## src/pkg/liu_consts.vh

```
// liu_consts.vh: constants shared by the local interrupt unit files
// assumes inclusion by bare name from design files
`ifndef LIU_CONSTS_VH
`define LIU_CONSTS_VH
// delivery modes (3-bit)
`define LIU_DM_FIXED    3'h0
`define LIU_DM_LOWEST   3'h1
`define LIU_DM_SMI      3'h2
`define LIU_DM_REMOTE   3'h3
`define LIU_DM_NMI      3'h4
`define LIU_DM_INIT     3'h5
`define LIU_DM_STARTUP  3'h6
`define LIU_DM_EXTINT   3'h7
// local vector table entries
`define LIU_LVT_N       6
`define LIU_LVT_TIMER   0
`define LIU_LVT_LINT0   1
`define LIU_LVT_LOCAL_INTERRUPT_PIN_ONE   2
`define LIU_LVT_ERROR   3
`define LIU_LVT_PERF    4
`define LIU_LVT_THERM   5
// lvt entry word: [7:0] vector, [10:8] mode, [13] polarity, [15] level, [16] mask
`define LIU_LVT_W       17
`define LIU_LVT_MASK    16
`define LIU_LVT_LEVEL   15
`define LIU_LVT_POL     13
`define LIU_LVT_MODE_HI 10
`define LIU_LVT_MODE_LO 8
`define LIU_LVT_RST     17'h10000
// destination format
`define LIU_DFR_FLAT    4'hf
`define LIU_DFR_CLUSTER 4'h0
`define LIU_DEST_ALL    8'hff
`define LIU_CLUS_ALL    4'hf
// error status bits
`define LIU_ERR_W       8
`define LIU_ERR_SEND    0
`define LIU_ERR_RECV    1
`define LIU_ERR_ILLVEC  6
`define LIU_ERR_ILLMODE 7
`define LIU_ERR_RST     8'h00
`define LIU_VEC_MIN     8'h10
// variants
`define LIU_VAR_EARLY   1'b0
`define LIU_VAR_LATE    1'b1
`define LIU_ID_W_EARLY  4
`endif

```

## src/design/liu_local_unit.v

```verilog
// liu_local_unit.v: per-processor local interrupt unit, top module
// assumes core, peer units and redirection unit on the same clock; pins are async
//
// Overview of operation
// RULE1 - clearing software enable keeps registers but sets every vector-table mask
// RULE2 - while disabled only init, sysmgmt, nmi and start-up messages are accepted
// RULE3 - nmi and init are edge triggered except init deassert
// RULE4 - command-register messages go out edge triggered except init deassert
// RULE5 - logical destination register holds eight bits for logical matching
// RULE6 - unit id is four bits early, eight bits late
// RULE7 - late variant rejects remote-read delivery
// RULE8 - lowest-priority arbitration joined only with a free interrupt slot
// RULE9 - cluster addressing supported; flat model rejected in late variant
// RULE10 - software bit enables or disables focus checking
// RULE11 - late variant never claims lowest-priority by focus
// RULE12 - each local pin has programmable polarity
// RULE13 - system-management messages sent and received by command register and redirection
// RULE14 - errors logged in status register and reported through error entry
// RULE15 - vector-table entry for performance counter overflow
// RULE16 - late variant has a thermal entry
// RULE17 - after nmi, further nmi masked until first interrupt return
// RULE18 - build parameter selects early or late variant
`include "liu_consts.vh"
module liu_local_unit #(
  parameter LATE = `LIU_VAR_LATE // RULE18
) (
  input  wire        ref_clk_i,
  input  wire        rst_i,
  // configuration
  input  wire        sw_enable_i,
  input  wire [7:0]  unit_id_i,
  input  wire [7:0]  logical_dest_i,
  input  wire [3:0]  dest_format_i,
  input  wire        focus_check_en_i,
  input  wire [7:0]  task_priority_i,
  input  wire        lvt_wr_i,
  input  wire [2:0]  lvt_sel_i,
  input  wire [16:0] lvt_wdata_i,
  input  wire [2:0]  lvt_rsel_i,
  output reg  [16:0] lvt_rdata_o,
  input  wire        err_clr_i,
  output reg  [7:0]  err_status_o,
  output reg  [7:0]  unit_id_o,
  output reg  [7:0]  logical_dest_o,
  // local sources
  input  wire        lint0_pin_i,
  input  wire        local_interrupt_pin_one_pin_i,
  input  wire        timer_evt_i,
  input  wire        perf_ovf_i,
  input  wire        thermal_evt_i,
  // incoming messages from peers and redirection unit
  input  wire        msg_valid_i,
  input  wire [2:0]  msg_mode_i,
  input  wire [7:0]  msg_vector_i,
  input  wire        msg_logical_i,
  input  wire [7:0]  msg_dest_i,
  input  wire        msg_level_i,
  input  wire        msg_assert_i,
  input  wire        msg_focus_i,
  output wire        msg_accept_o,
  output wire        arb_join_o,
  output wire        focus_claim_o,
  // outgoing command-register messages
  input  wire        cmd_wr_i,
  input  wire [2:0]  cmd_mode_i,
  input  wire [7:0]  cmd_vector_i,
  input  wire        cmd_logical_i,
  input  wire [7:0]  cmd_dest_i,
  input  wire        cmd_level_i,
  input  wire        cmd_assert_i,
  output reg         out_valid_o,
  output reg  [2:0]  out_mode_i_unused_o,
  output reg  [7:0]  out_vector_o,
  output reg         out_logical_o,
  output reg  [7:0]  out_dest_o,
  output reg         out_level_o,
  output reg         out_assert_o,
  // core side
  output reg         core_intr_o,
  output reg  [7:0]  core_vector_o,
  input  wire        core_ack_i,
  output reg         core_nmi_o,
  output reg         core_smi_o,
  output reg         core_init_o,
  output reg         core_startup_o,
  input  wire        core_interrupt_return_instruction_i
);

  // helpers
  function dest_match;
    input       logical;
    input [7:0] dest;
    input [7:0] id;
    input [7:0] ldr;
    input [3:0] dfr;
    begin
      if (!logical) begin
        dest_match = (dest == id) || (dest == `LIU_DEST_ALL);
      end else if (dfr == `LIU_DFR_FLAT) begin
        dest_match = |(dest & ldr);
      end else begin
        dest_match = (dest[7:4] == ldr[7:4] || dest[7:4] == `LIU_CLUS_ALL) && |(dest[3:0] & ldr[3:0]);
      end
    end
  endfunction

  function mode_legal;
    input [2:0] mode;
    input       late;
    begin
      mode_legal = !(late && mode == `LIU_DM_REMOTE);
    end
  endfunction

  // RULE3/RULE4: init deassert is the only level-kept message
  function edge_forced;
    input [2:0] mode;
    input       lvl;
    input       asrt;
    begin
      if (mode == `LIU_DM_INIT && lvl && !asrt) begin
        edge_forced = 1'b0;
      end else begin
        edge_forced = 1'b1;
      end
    end
  endfunction

  // variant-trimmed identity
  wire [7:0] id_eff = LATE ? unit_id_i : {4'h0, unit_id_i[`LIU_ID_W_EARLY-1:0]}; // RULE6
  wire       flat_ok = !(LATE && dest_format_i == `LIU_DFR_FLAT); // RULE9

  always @(posedge ref_clk_i or posedge rst_i) begin
    if (rst_i) begin
      unit_id_o      <= 8'h00;
      logical_dest_o <= 8'h00;
    end else begin
      unit_id_o      <= id_eff; // RULE6
      logical_dest_o <= logical_dest_i; // RULE5
    end
  end

  // local vector table
  reg [16:0] lvt_q [0:5];
  reg        en_q;
  integer    k;
  wire       lvt_present = LATE || (lvt_sel_i != `LIU_LVT_THERM); // RULE16
  always @(posedge ref_clk_i or posedge rst_i) begin
    if (rst_i) begin
      en_q <= 1'b0;
      for (k = 0; k < `LIU_LVT_N; k = k + 1) begin
        lvt_q[k] <= `LIU_LVT_RST;
      end
    end else begin
      en_q <= sw_enable_i;
      if (lvt_wr_i && lvt_present && lvt_sel_i < `LIU_LVT_N) begin
        lvt_q[lvt_sel_i] <= lvt_wdata_i;
      end
      if (!sw_enable_i) begin
        for (k = 0; k < `LIU_LVT_N; k = k + 1) begin
          lvt_q[k][`LIU_LVT_MASK] <= 1'b1; // RULE1
        end
      end
    end
  end

  always @(posedge ref_clk_i or posedge rst_i) begin
    if (rst_i) begin
      lvt_rdata_o <= 17'h00000;
    end else if (lvt_rsel_i < `LIU_LVT_N && (LATE || lvt_rsel_i != `LIU_LVT_THERM)) begin
      lvt_rdata_o <= lvt_q[lvt_rsel_i];
    end else begin
      lvt_rdata_o <= 17'h00000;
    end
  end

  // pins
  wire lint0_s;
  wire local_interrupt_pin_one_s;
  liu_pin_sync u_sync0 (
    .ref_clk_i (ref_clk_i),
    .rst_i     (rst_i),
    .pin_i     (lint0_pin_i),
    .level_o   (lint0_s)
  );
  liu_pin_sync u_sync1 (
    .ref_clk_i (ref_clk_i),
    .rst_i     (rst_i),
    .pin_i     (local_interrupt_pin_one_pin_i),
    .level_o   (local_interrupt_pin_one_s)
  );
  wire lint0_act = lint0_s ^ lvt_q[`LIU_LVT_LINT0][`LIU_LVT_POL]; // RULE12
  wire local_interrupt_pin_one_act = local_interrupt_pin_one_s ^ lvt_q[`LIU_LVT_LOCAL_INTERRUPT_PIN_ONE][`LIU_LVT_POL]; // RULE12

  // local source edge detect
  reg [5:0] src_prev_q;
  wire [5:0] src_now = {thermal_evt_i & LATE[0], perf_ovf_i, 1'b0, local_interrupt_pin_one_act, lint0_act, timer_evt_i};
  wire [5:0] src_rise = src_now & ~src_prev_q;

  // errors
  reg [7:0] err_q;
  reg       err_evt_q;
  wire      rx_bad_mode = msg_valid_i && !mode_legal(msg_mode_i, LATE[0]); // RULE7
  wire      rx_bad_vec = msg_valid_i && msg_mode_i == `LIU_DM_FIXED && msg_vector_i < `LIU_VEC_MIN;
  wire      tx_bad_mode = cmd_wr_i && !mode_legal(cmd_mode_i, LATE[0]); // RULE7
  wire [7:0] err_set = ({7'h00, rx_bad_mode | rx_bad_vec} << `LIU_ERR_RECV)
                     | ({7'h00, tx_bad_mode} << `LIU_ERR_SEND)
                     | ({7'h00, rx_bad_vec} << `LIU_ERR_ILLVEC)
                     | ({7'h00, rx_bad_mode | tx_bad_mode} << `LIU_ERR_ILLMODE);
  always @(posedge ref_clk_i or posedge rst_i) begin
    if (rst_i) begin
      err_q      <= `LIU_ERR_RST;
      err_evt_q  <= 1'b0;
      src_prev_q <= 6'h00;
    end else begin
      err_q      <= (err_clr_i ? `LIU_ERR_RST : err_q) | err_set; // RULE14
      err_evt_q  <= |err_set; // RULE14
      src_prev_q <= src_now;
    end
  end
  always @* begin
    err_status_o = err_q;
  end

  // incoming message acceptance
  wire hit = msg_valid_i && flat_ok && mode_legal(msg_mode_i, LATE[0]) &&
             dest_match(msg_logical_i, msg_dest_i, id_eff, logical_dest_i, dest_format_i); // RULE9
  wire allowed_disabled = (msg_mode_i == `LIU_DM_INIT) || (msg_mode_i == `LIU_DM_SMI) ||
                          (msg_mode_i == `LIU_DM_NMI) || (msg_mode_i == `LIU_DM_STARTUP);
  wire mode_ok = en_q || allowed_disabled; // RULE2
  reg  slot_busy_q;
  wire is_lowest = msg_mode_i == `LIU_DM_LOWEST;
  assign arb_join_o = hit && en_q && is_lowest && !slot_busy_q; // RULE8
  assign focus_claim_o = !LATE[0] && focus_check_en_i && msg_focus_i && arb_join_o; // RULE10 RULE11
  assign msg_accept_o = hit && mode_ok && (!is_lowest || arb_join_o) && !rx_bad_vec;

  // nmi mask
  reg  nmi_block_q;
  wire nmi_edge = msg_accept_o && msg_mode_i == `LIU_DM_NMI &&
                  edge_forced(msg_mode_i, msg_level_i, msg_assert_i); // RULE3
  wire init_go  = msg_accept_o && msg_mode_i == `LIU_DM_INIT &&
                  edge_forced(msg_mode_i, msg_level_i, msg_assert_i); // RULE3
  wire lint_nmi = (src_rise[`LIU_LVT_LINT0] && !lvt_q[`LIU_LVT_LINT0][`LIU_LVT_MASK] &&
                   lvt_q[`LIU_LVT_LINT0][`LIU_LVT_MODE_HI:`LIU_LVT_MODE_LO] == `LIU_DM_NMI) ||
                  (src_rise[`LIU_LVT_LOCAL_INTERRUPT_PIN_ONE] && !lvt_q[`LIU_LVT_LOCAL_INTERRUPT_PIN_ONE][`LIU_LVT_MASK] &&
                   lvt_q[`LIU_LVT_LOCAL_INTERRUPT_PIN_ONE][`LIU_LVT_MODE_HI:`LIU_LVT_MODE_LO] == `LIU_DM_NMI);
  wire nmi_req  = nmi_edge || lint_nmi;

  // pick pending local vector
  reg       lv_hit;
  reg [7:0] lv_vec;
  integer   j;
  always @* begin
    lv_hit = 1'b0;
    lv_vec = 8'h00;
    for (j = `LIU_LVT_N - 1; j >= 0; j = j - 1) begin
      if ((src_rise[j] || (j == `LIU_LVT_ERROR && err_evt_q)) && !lvt_q[j][`LIU_LVT_MASK] && // RULE14
          lvt_q[j][`LIU_LVT_MODE_HI:`LIU_LVT_MODE_LO] == `LIU_DM_FIXED) begin // RULE15 RULE16
        lv_hit = 1'b1;
        lv_vec = lvt_q[j][7:0];
      end
    end
  end

  wire fixed_msg = msg_accept_o && (msg_mode_i == `LIU_DM_FIXED || is_lowest);
  always @(posedge ref_clk_i or posedge rst_i) begin
    if (rst_i) begin
      nmi_block_q    <= 1'b0;
      core_nmi_o     <= 1'b0;
      core_smi_o     <= 1'b0;
      core_init_o    <= 1'b0;
      core_startup_o <= 1'b0;
      core_intr_o    <= 1'b0;
      core_vector_o  <= 8'h00;
      slot_busy_q    <= 1'b0;
    end else begin
      core_nmi_o     <= nmi_req && !nmi_block_q; // RULE17
      core_smi_o     <= msg_accept_o && msg_mode_i == `LIU_DM_SMI; // RULE13
      core_init_o    <= init_go;
      core_startup_o <= msg_accept_o && msg_mode_i == `LIU_DM_STARTUP;
      if (nmi_req && !nmi_block_q) begin
        nmi_block_q <= 1'b1; // RULE17
      end else if (core_interrupt_return_instruction_i) begin
        nmi_block_q <= 1'b0; // RULE17
      end
      if (core_ack_i) begin
        core_intr_o <= 1'b0;
        slot_busy_q <= 1'b0;
      end
      if (!slot_busy_q && (fixed_msg || lv_hit) &&
          (fixed_msg ? msg_vector_i : lv_vec) > task_priority_i) begin
        core_intr_o   <= 1'b1;
        core_vector_o <= fixed_msg ? msg_vector_i : lv_vec;
        slot_busy_q   <= 1'b1; // RULE8
      end
    end
  end

  // outgoing command-register messages
  always @(posedge ref_clk_i or posedge rst_i) begin
    if (rst_i) begin
      out_valid_o         <= 1'b0;
      out_mode_i_unused_o <= `LIU_DM_FIXED;
      out_vector_o        <= 8'h00;
      out_logical_o       <= 1'b0;
      out_dest_o          <= 8'h00;
      out_level_o         <= 1'b0;
      out_assert_o        <= 1'b0;
    end else begin
      out_valid_o <= cmd_wr_i && mode_legal(cmd_mode_i, LATE[0]); // RULE7 RULE13
      if (cmd_wr_i) begin
        out_mode_i_unused_o <= cmd_mode_i;
        out_vector_o        <= cmd_vector_i;
        out_logical_o       <= cmd_logical_i;
        out_dest_o          <= cmd_dest_i;
        out_level_o         <= cmd_level_i && !edge_forced(cmd_mode_i, cmd_level_i, cmd_assert_i); // RULE4
        out_assert_o        <= cmd_assert_i;
      end
    end
  end
endmodule // liu_local_unit

```

## src/design/liu_pin_sync.v

```verilog
// liu_pin_sync.v: three-flop pin synchroniser with agreement filter
// assumes an asynchronous input and one clock
`include "liu_consts.vh"
module liu_pin_sync (
  input  wire ref_clk_i,
  input  wire rst_i,
  input  wire pin_i,
  output reg  level_o
);
  reg s1_q;
  reg s2_q;
  reg s3_q;
  always @(posedge ref_clk_i or posedge rst_i) begin
    if (rst_i) begin
      s1_q    <= 1'b0;
      s2_q    <= 1'b0;
      s3_q    <= 1'b0;
      level_o <= 1'b0;
    end else begin
      s1_q <= pin_i;
      s2_q <= s1_q;
      s3_q <= s2_q;
      if (s2_q == s3_q) begin
        level_o <= s3_q;
      end
    end
  end
endmodule // liu_pin_sync

```

## config.mk

```make
export PLATFORM = sky130hd
export DESIGN_NAME = liu_local_unit
export DESIGN_NICKNAME = d
export VERILOG_FILES = /design/src/design/liu_local_unit.v /design/src/design/liu_pin_sync.v
export VERILOG_INCLUDE_DIRS = /design/src /design/src/pkg
export SDC_FILE = /design/constraint.sdc
export NUM_CORES = 1
export LEC_CHECK = 0
export BUFFER_PORTS_ARGS = -buffer_cell sky130_fd_sc_hd__buf_2
export CAP_MARGIN = 20
export CORE_MARGIN = 2
export CORE_UTILIZATION = 57
export CTS_BUF_LIST = sky130_fd_sc_hd__clkbuf_4 sky130_fd_sc_hd__clkbuf_8
export CTS_CLUSTER_SIZE = 28
export DETAILED_ROUTE_END_ITERATION = 12
export HOLD_SLACK_MARGIN = 0.1
export PLACE_DENSITY = 0.83
export REMOVE_ABC_BUFFERS = 1
export SLEW_MARGIN = 15
export SYNTH_ARGS = -nofsm -noshare
export SYNTH_HDL_FRONTEND = slang
export SYNTH_HIERARCHICAL = 1
export SYNTH_SLANG_ARGS = --single-unit
```

## constraint.sdc

```tcl
create_clock -name ref_clk_i -period 6.85 [get_ports ref_clk_i]
set_input_delay 1.37 -clock ref_clk_i [delete_from_list [all_inputs] [get_ports ref_clk_i]]
set_output_delay 1.37 -clock ref_clk_i [all_outputs]
set_load 0.02 [all_outputs]
```

==> results of run 1 <==
==> worst min path at each step <==
stage / from / endpoint / slack [ns]
finish: u_sync1/s1_q / u_sync1/s2_q / 0.36
global route: u_sync0/s1_q / u_sync0/s2_q / 0.37
CTS: u_sync1/s1_q / u_sync1/s2_q / 0.37
detailed placement: u_sync1/s1_q / u_sync1/s2_q / 0.34
global placement: u_sync0/s1_q / u_sync0/s2_q / 0.33
floorplan: u_sync0/s1_q / u_sync0/s2_q / 0.33
==> per-stage QoR <==
stage / total power, W / instance area [um2] / std cells
CTS: 0.002653 / 10300 / 1055
detailed placement: 0.001943 / 9926 / 1025
global placement: 0.001917 / 9926 / 1025
global route: 0.002769 / 10360 / 1058
finish: 0.002641 / 10360 / 1058
floorplan: 0.001740 / 8657 / 645
==> placed cells by master (no fill, tap or decap), types with 3 or more instances in the layout <==
master      count
inv_1          41
dfstp_2         6
nand4_1         3
nand3_1        10
ha_1           12
clkinv_2        3
nand4b_1        4
a211oi_1        8
a311o_1        15
buf_4           9
nand2b_1        3
clkinv_4        3
o21ai_0        13
dfrtp_1       185
inv_6           3
a21oi_1        10
xor2_1          9
o22ai_1        17
mux2_2        118
a221oi_1        8
a21o_1          4
clkinvlp_4      3
a211o_1         6
nor4_1         14
buf_2         183
mux4_2         17
clkbuf_8       17
o2111ai_1       8
nand2_1        21
or4_1           3
mux2i_1        24
conb_1          5
nor2_1         18
nor3_1         16
==> cells by family (layout without fill, tap and decap cells) <==
kind of cell | Yosys count | count (layout) | share of synthesized area (%)
flip-flops | 191 | 191 | 54.14
XOR/XNOR | 10 | 10 | 0.9906
AND/OR/NAND/NOR | 118 | 118 | 7.754
multiplexers | 159 | 159 | 22.07
adder cells (fa/ha/maj) | 14 | 14 | 1.953
other | 1 | 5 | 0.04241
AO/OA/AOI/OAI | 106 | 106 | 9.000
buffers and inverters | 85 | 267 | 4.047
==> flip-flops by register name, summed over array words and instances (netlist names), 3 cells and up <==
name and cells:
core_vector_o 8, err_status_o 4, logical_dest_o 8, lvt_q 102
lvt_rdata_o 17, out_dest_o 8, out_mode_i_unused_o 3, out_vector_o 8
src_prev_q 5, unit_id_o 8
==> worst max-delay path: stages <==
cell	delay (ns)
buf_2	0.11
ha_1	0.28
or4_1	0.52
a22o_1	0.24
a21o_1	0.22
nor4_4	0.72
buf_4	0.33
nor2_1	0.07
a21oi_1	0.13
ha_1	0.24
and4_1	0.15
a21oi_1	0.22
o21a_1	0.50
a221oi_1	0.19
a311o_1	0.30
==> where the power goes <==
part	internal (W)	switching, W	total (W)
clock network	0.000321	0.000393	0.000714
logic	0.000249	0.000250	0.000499
registers	0.00130	0.000124	0.00143
total	0.00187	0.000767	0.00264
==> final cells by class <==
class                      count  area (um2)  share of cell area, %
clock buffer                  17       234.0                  2.259
timing repair buffer         195        1041                  10.05
multi-input combinational    412        3757                  36.27
sequential                   191        4787                  46.21
inverter                      42       162.7                  1.570
clock inverter                13       141.4                  1.365
tap                          188       235.2                  2.271
==> per-layer routing <==
| layer | part of all wire [%] | global-route usage, % | up-vias |
|---|---|---|---|
| met2 | 50 | 45.31 | 270 |
| met1 | 41 | 35.04 | 3212 |
| met4 | 1.4 | 7.417 | 2 |
| met5 | 0.051 | 0 | - |
| li1 | - | - | 2884 |
| met3 | 8.0 | 7.983 | 28 |
==> run_results.csv, run 1 <==
group,metric,value,unit
floorplan,start_util,58.16,%
floorplan,rows,45,
floorplan,die_w,128.6,um
timing,fin_hold_ws,0.3640,ns
synth,ys_ff_latch,191,
clocking,post-cts-setup-buffers,0,
route,drtIter0Drc,431,
global_route,grt_pass1_vias,6712,
global_route,grt_pass1_wl,34.52,mm
route,drc,0,
placed_design,dp_hpwl,14.91,mm
clocking,path_clk_slew,0.09,ns
worst_setup_path,r2r-end,"core_vector_o[6]",
clocking,holdBufCountCts,0,
synth,synth_ff_type,"dfrtp_1",
global_route,grt_usage,27.13,%
global_route,grt_max_degree,83,
timing,clock_skew,0.01225,ns
worst_setup_path,worstSetupPathType,"input port to register",
timing,worst_slew_pin_slew,1.105,ns
route,postRouteWirelength,21.62,mm
synth,synthesis.instances,684,
timing,setup_viol,0,
route,final_antenna_net_count,0,
final_layout,drive_above_1_share,43.68,%
clocking,clockRootBuffer,"clkbuf_8",
timing,tns,0,ns
floorplan,io_pins,191,
placed_design,pre_cts_slack,1.130,ns
status,status,"complete, no violations",
synth,synth_top_area_share,52.36,%
clocking,cts_tree,"yes",
floorplan,design.die.area,0.01653,mm2
timing,max_slew_margin,25.96,%
final_layout,syn_to_final_growth,17.15,%
clocking,cts_made_buffers,17,
clocking,clk-insertion-delay-late,0.47,ns
synth,ys_top_cells_by_area,"dfrtp_1, mux2_2, mux4_2",
worst_setup_path,start_kind,"input port",
worst_setup_path,rr_startpoint,"lvt_q[59]",
floorplan,coreArea,0.01520,mm2
timing,fin_ws,1.631,ns
clocking,cts_buffer_depth,2,
final_layout,nNetsFinal,982,
pwr,p_leak,4.779,nW
synth,avgSynthCellArea,12.93,um2
worst_setup_path,r2r_cells,11,
worst_setup_path,worstPathMaxFanout,18,
synth,yosysTopAreaCell,"dfrtp_1",
clocking,cts-htree-levels,4,
timing,hold_viol,0,
timing,rsz0062_at_grt,"false",
flow_run,maxCapViolations,0,
synth,yosys-top-cells-count,"dfrtp_1, mux2_2, inv_1",
worst_setup_path,required,7.21,ns
global_route,grt_remaining_overflow,0,
worst_setup_path,crit_path_start,"logical_dest_i[4]",
worst_setup_path,critPathArrivalTime,5.57,ns
route,drt_pass1_iterations,5,
timing,fmax,0.1916,GHz
worst_hold_path,worstHoldPathType,"register to register",
placed_design,portBuffers,183,
synth,synth_area,0.008842,mm2
clocking,clock_sinks,191,
final_layout,fillers,1112,
worst_hold_path,hold-path-cell-count,0,
timing,period_share,76.19,%
final_layout,fin_util,68.14,%
route,vias,6396,
final_layout,diodes,0,
worst_setup_path,crit_path_end,"core_vector_o[6]",
global_route,antenna_found_initial,1,
synth,synth_seq_area_share,54.14,%
floorplan,die_height,128.6,um
synth,yosysUniqueCellTypes,63,
route,wire_per_inst,20.43,um
synth,ys_warn_count,6,
placed_design,place.gp.congestion,0.8507,
route,vias_per_cell,6.045,
synth,synth_edf_count,0,
synth,synth_most_common_cell,"dfrtp_1",
worst_setup_path,reg2reg_slack,2.37,ns
clocking,cts-resized-gates,0,
timing,drv_slew,0,
worst_setup_path,end_kind,"register",
timing,period_needed,5.219,ns
pwr,ir_drop,165.7,uV
synth,async_reset_ff_share,100.0,%
pwr,p_per_area,255.0,mW/mm2
(Power assumes the default switching activity.)
==> inputs of run 2 (changes only) <==
==> constraint.sdc (replaced) <==
create_clock -name ref_clk_i -period 5.4 [get_ports ref_clk_i]
set_input_delay 1.08 -clock ref_clk_i [delete_from_list [all_inputs] [get_ports ref_clk_i]]
set_output_delay 1.08 -clock ref_clk_i [all_outputs]
set_load 0.02 [all_outputs]
==> run_results.csv, run 2 (synthesized netlist as in run 1, its figures left out) <==
group,metric,value,unit
clocking,cts-resized-gates,0,
final_layout,final_cells,1063,
worst_setup_path,crit_slowest_cell,"or4_1",
pwr,p_per_area,330.8,mW/mm2
clocking,path_clk_slew,0.09,ns
placed_design,portBuffers,183,
clocking,holdBufCountCts,0,
clocking,cts_buffer_depth,2,
floorplan,io_pins,191,
worst_setup_path,path_common_cell,"ha_1",
worst_setup_path,crit_path_start,"msg_dest_i[4]",
worst_setup_path,critPathArrivalTime,5.10,ns
floorplan,design.die.area,0.01653,mm2
worst_setup_path,worstPathMaxFanout,33,
timing,tns,0,ns
placed_design,place.gp.congestion,0.8552,
final_layout,largest_reg_flops,102,
final_layout,syn_to_final_growth,17.70,%
global_route,grt_pass1_vias,6619,
placed_design,dpl.cell_count,1030,
timing,rsz0062_at_grt,"false",
pwr,p_sw,0.0009838,W
floorplan,start_util,58.16,%
final_layout,drive_above_1_share,44.00,%
clocking,cts_tree,"yes",
global_route,grt_pass1_wl,34.71,mm
status,status,"complete, no violations",
final_layout,fillers,1130,
global_route,grt_remaining_overflow,0,
final_layout,reg_top3,"lvt_q: 102 flops, lvt_rdata_o: 17 flops",
worst_hold_path,worstHoldPathType,"register to register",
route,vias_per_cell,6.092,
pwr,power_frac_clock,29.0,%
route,final_antenna_net_count,0,
clocking,post-cts-setup-buffers,0,
worst_hold_path,hold_path.startpoint,"u_sync1/s1_q",
final_layout,final_area,0.01041,mm2
timing,setup_viol,0,
route,postRouteWirelength,22.04,mm
route,drtIter0Drc,302,
timing,drv_slew,0,
pwr,internal_power,0.002459,W
timing,clock_skew,0.01168,ns
clocking,cts-htree-levels,4,
timing,fmax,0.2107,GHz
pwr,ir_drop,232.0,uV
flow_run,maxCapViolations,0,
placed_design,dp_hpwl,15.20,mm
placed_design,place_area,0.009963,mm2
final_layout,largest-register,"lvt_q",
pwr,p_leak,4.818,nW
clocking,clk-insertion-delay-late,0.48,ns
worst_setup_path,end_kind,"register",
final_layout,diodes,0,
final_layout,layout_common_cells,"dfrtp_1, buf_2, mux2_2",
worst_setup_path,critPathMaxStageDelay,0.53,ns
timing,period_share,87.88,%
timing,max_slew_margin,20.98,%
worst_setup_path,rr_startpoint,"lvt_q[59]",
route,drt_pass1_iterations,5,
worst_setup_path,start_kind,"input port",
floorplan,coreArea,0.01520,mm2
timing,period_needed,4.745,ns
route,drc,0,
pwr,seqPwrFrac,52.6,%
floorplan,die_w,128.6,um
pwr,pwr-share-comb,18.4,%
route,wire_per_inst,20.73,um
clocking,clock_sinks,191,
clocking,cts_made_buffers,17,
final_layout,nNetsFinal,985,
floorplan,rows,45,
timing,worst_slew_pin_slew,1.184,ns
global_route,antenna_found_initial,1,
global_route,grt_usage,27.75,%
timing,hold_viol,0,
final_layout,final_common_cell,"dfrtp_1",
worst_setup_path,worstSetupPathType,"input port to register",
pwr,power.total,0.003443,W
worst_setup_path,cp_cell_sequence,"buf_2 > ha_1 > or4_1 > a22o_1 > a21o_1 > nor4_4 > buf_4 > o21ai_0 > ha_1 > and4_1 > a21boi_0 > o21a_1 > a221oi_1 > a311o_1",
route,vias,6476,
clocking,clockRootBuffer,"clkbuf_8",
pwr,p_sw_share,28.57,%
worst_setup_path,required,5.76,ns
floorplan,die_height,128.6,um
global_route,grt_max_degree,88,
==> run 2: cell types whose count changed in the layout (fill, tap and decap cells not counted), sizes merged <==
| cell | change |
|---|---|
| clkinvlp | -2 |
| clkbuf | +3 |
| inv | -1 |
| clkinv | +1 |
| bufinv | +1 |
| buf | +3 |
==> run 2: area by class of cell <==
| cell class | count | area, um2 | share of cell area (%) |
|---|---|---|---|
| Timing Repair Buffer | 198 | 1036 | 9.954 |
| Inverter | 42 | 162.7 | 1.563 |
| Clock buffer | 20 | 269.0 | 2.585 |
| Clock inverter | 12 | 160.2 | 1.539 |
| Multi-Input combinational cell | 412 | 3757 | 36.10 |
| Sequential cell | 191 | 4787 | 46.00 |
| Tap cell | 188 | 235.2 | 2.260 |
==> run 2: metrics by stage <==
step | hold WS (ns) | setup slack [ns] | util, %
after detailed placement | 0.3402 | 0.1888 | 65.54
after floorplan | 0.3312 | -0.6421 | -
after CTS | 0.3668 | 0.7163 | 68.36
after global routing | 0.3717 | 0.3746 | 68.46
after global placement | 0.3324 | 0.3084 | 65.54
final | 0.3645 | 0.6545 | 68.46
==> run 2: power by group through the flow <==
stage | clock network [W] | registers (W) | logic [W]
after floorplan | 0 | 0.00185 | 0.000353
after global placement | 0 | 0.00182 | 0.000611
after detailed placement | 0 | 0.00183 | 0.000634
after CTS | 0.00102 | 0.00181 | 0.000638
after global routing | 0.00107 | 0.00184 | 0.000686
final | 0.000998 | 0.00181 | 0.000634
==> run 2: worst paths after layout <==
kind                                    end  slack (ns)  depth (start not counted)
min in group asynchronous      u_sync0/s3_q        0.51                          2
hold reg to reg                u_sync1/s2_q        0.36                          0
hold / removal                 u_sync1/s2_q        0.36                          0
setup / recovery           core_vector_o[6]        0.65                         14
max in group asynchronous   lvt_rdata_o[13]        3.53                          3
setup reg to reg           core_vector_o[6]        1.02                         12
==> run 2: worst max-delay path, delay by kind of cell <==
family	cells	cell delay, ns
AOI/OAI and AO/OA	7	1.93
adders and majority gates	2	0.61
buffers and inverters	2	0.44
and+or+nand+nor	3	1.03
==> run 2: per-layer routing <==
| metal | part of all wire [%] | up-vias | wire (um) | GRT usage (%) |
|---|---|---|---|---|
| li1 | - | 2898 | - | - |
| met1 | 40 | 3249 | 8738 | 34.79 |
| met2 | 50 | 284 | 10950 | 46.75 |
| met3 | 8.3 | 43 | 1837 | 7.526 |
| met4 | 2.3 | 2 | 498 | 10.10 |
| met5 | 0.059 | - | 13 | 0 |
==> inputs of run 3 (changes only) <==
--- a/config.mk
+++ b/config.mk
@@ -14,9 +14,9 @@
 export CTS_CLUSTER_SIZE = 28
 export DETAILED_ROUTE_END_ITERATION = 12
 export HOLD_SLACK_MARGIN = 0.1
-export PLACE_DENSITY = 0.83
+export PLACE_DENSITY = 0.95
 export REMOVE_ABC_BUFFERS = 1
-export SLEW_MARGIN = 15
+export SLEW_MARGIN = 25
 export SYNTH_ARGS = -nofsm -noshare
 export SYNTH_HDL_FRONTEND = slang
 export SYNTH_HIERARCHICAL = 1
==> run_results.csv, run 3 (synthesized netlist as in run 1, its figures left out) <==
group,metric,value,unit
pwr,internal_power,0.002413,W
pwr,p_sw,0.0009999,W
worst_hold_path,hold_path.startpoint,"u_sync1/s1_q",
floorplan,design.die.area,0.01653,mm2
timing,max_slew_margin,36.80,%
worst_hold_path,hold-path-cell-count,0,
clocking,cts-htree-levels,4,
global_route,grt_pass1_wl,36.51,mm
clocking,holdBufCountCts,0,
final_layout,drive_above_1_share,44.19,%
route,final_antenna_net_count,0,
final_layout,final_common_cell,"dfrtp_1",
pwr,ir_drop,241.2,uV
pwr,p_sw_share,29.30,%
route,wire_per_inst,21.67,um
worst_setup_path,start_kind,"input port",
floorplan,start_util,58.16,%
pwr,p_leak,4.830,nW
clocking,clockRootBuffer,"clkbuf_8",
timing,drv_slew,0,
status,status,"complete, no violations",
clocking,clock_sinks,191,
placed_design,pre_cts_slack,0.2023,ns
final_layout,layout_common_cells,"dfrtp_1, buf_2, mux2_2",
pwr,p_per_area,327.3,mW/mm2
global_route,use_met2,49.62,%
final_layout,nNetsFinal,988,
route,vias,6554,
worst_setup_path,reg2reg_slack,1.14,ns
timing,hold_viol,0,
global_route,grt_remaining_overflow,0,
floorplan,die_w,128.6,um
placed_design,portBuffers,183,
route,drt_pass1_iterations,5,
worst_setup_path,critPathArrivalTime,5.09,ns
worst_setup_path,worstPathMaxFanout,33,
placed_design,place.gp.congestion,0.8496,
worst_setup_path,worstSetupPathType,"input port to register",
final_layout,largest_reg_flops,102,
clocking,post-cts-setup-buffers,0,
route,drtIter0Drc,467,
pwr,power_frac_clock,27.8,%
timing,fmax,0.2119,GHz
pwr,pwr-share-comb,18.8,%
route,vias_per_cell,6.142,
final_layout,largest-register,"lvt_q",
clocking,cts_made_buffers,17,
timing,rsz0062_at_grt,"false",
worst_setup_path,r2r_cells,11,
flow_run,maxCapViolations,0,
placed_design,dp_hpwl,16.13,mm
timing,period_needed,4.718,ns
worst_hold_path,hold-path-endpoint,"u_sync1/s2_q",
final_layout,reg_top3,"lvt_q: 102 flops, lvt_rdata_o: 17 flops",
clocking,clk-insertion-delay-late,0.49,ns
floorplan,rows,45,
global_route,grt_usage,29.17,%
global_route,grt_max_degree,114,
clocking,cts_tree,"yes",
worst_hold_path,worstHoldPathType,"register to register",
clocking,path_clk_slew,0.10,ns
worst_setup_path,rr_startpoint,"lvt_q[43]",
global_route,grt_use_met3,8.524,%
final_layout,fin_util,68.60,%
timing,setup_viol,0,
worst_setup_path,end_kind,"register",
worst_setup_path,required,5.78,ns
floorplan,coreArea,0.01520,mm2
floorplan,io_pins,191,
floorplan,die_height,128.6,um
global_route,busiest_layer,"met2",
clocking,cts_buffer_depth,2,
timing,clock_skew,0.01283,ns
timing,fin_ws,0.6817,ns
timing,worst_slew_pin_slew,0.9481,ns
final_layout,syn_to_final_growth,17.94,%
route,drc,0,
route,postRouteWirelength,23.12,mm
clocking,cts-resized-gates,0,
timing,period_share,87.38,%
global_route,grt_pass1_vias,6938,
pwr,seqPwrFrac,53.3,%
global_route,use_met1,35.94,%
global_route,antenna_found_initial,1,
worst_setup_path,r2r-end,"core_vector_o[3]",
==> run 3: cell count changes in the layout (fill, tap and decap cells not counted), sizes merged <==
cell / delta
bufinv: -1
diode: +1
clkinv: +1
buf: +3
==> run 3: power by group through the flow <==
stage          Combinational (W)  Clock (W)  Sequential (W)
2_1_floorplan           0.000353          0         0.00185
3_5_place_dp            0.000639          0         0.00184
3_3_place_gp            0.000607          0         0.00182
5_1_grt                 0.000695    0.00102         0.00184
4_1_cts                 0.000643   0.000964         0.00182
6_report                0.000642   0.000950         0.00182
==> run 3: metal layers <==
layer  wire length, um  up-vias
met1              8781     3239
met4               527        0
met3              2014       63
met2             11800      349
met5                 0        -
li1                  -     2903
==> run 3: critical path: stages <==
cell      delay [ns]
buf_2           0.11
ha_1            0.27
or4_1           0.54
a22o_1          0.26
a21o_1          0.23
nor4_4          0.27
buf_4           0.32
o21ai_0         0.13
ha_1            0.34
and4_1          0.21
a21boi_0        0.33
o21a_1          0.50
a221oi_1        0.18
a311o_1         0.31
==> run 3: layout make-up <==
class,count,area (um2)
sequential,191,4787
fill,1047,4773
multi-input combinational,412,3757
timing repair buffer,201,1077
clock buffer,20,269.0
tap,188,235.2
inverter,42,165.2
clock inverter,12,135.1
antenna,1,2.502
==> run 3: worst max-delay path by stage <==
stage                                 start               end  slack [ns]  depth (start not counted)
after floorplan                       rst_i       core_init_o       -0.64                          1
after global placement        msg_dest_i[4]  core_vector_o[2]        0.30                         14
after detailed placement      msg_dest_i[4]  core_vector_o[3]        0.20                         14
after CTS                     msg_dest_i[4]  core_vector_o[1]        0.73                         14
after global routing      logical_dest_i[4]  core_vector_o[0]        0.41                         15
final                     logical_dest_i[4]  core_vector_o[3]        0.68                         14
==> run 3: per-stage QoR <==
step	power (W)	cell area, um2	hold slack [ns]	setup TNS [ns]	instances
3_3_place_gp	0.002426	9963	0.3358	0	1030
5_1_grt	0.003561	10430	0.3874	0	1066
3_5_place_dp	0.002480	9978	0.3372	0	1031
6_report	0.003413	10430	0.3626	0	1067
4_1_cts	0.003422	10380	0.3694	0	1063
2_1_floorplan	0.002208	8657	0.3312	-113.65	645
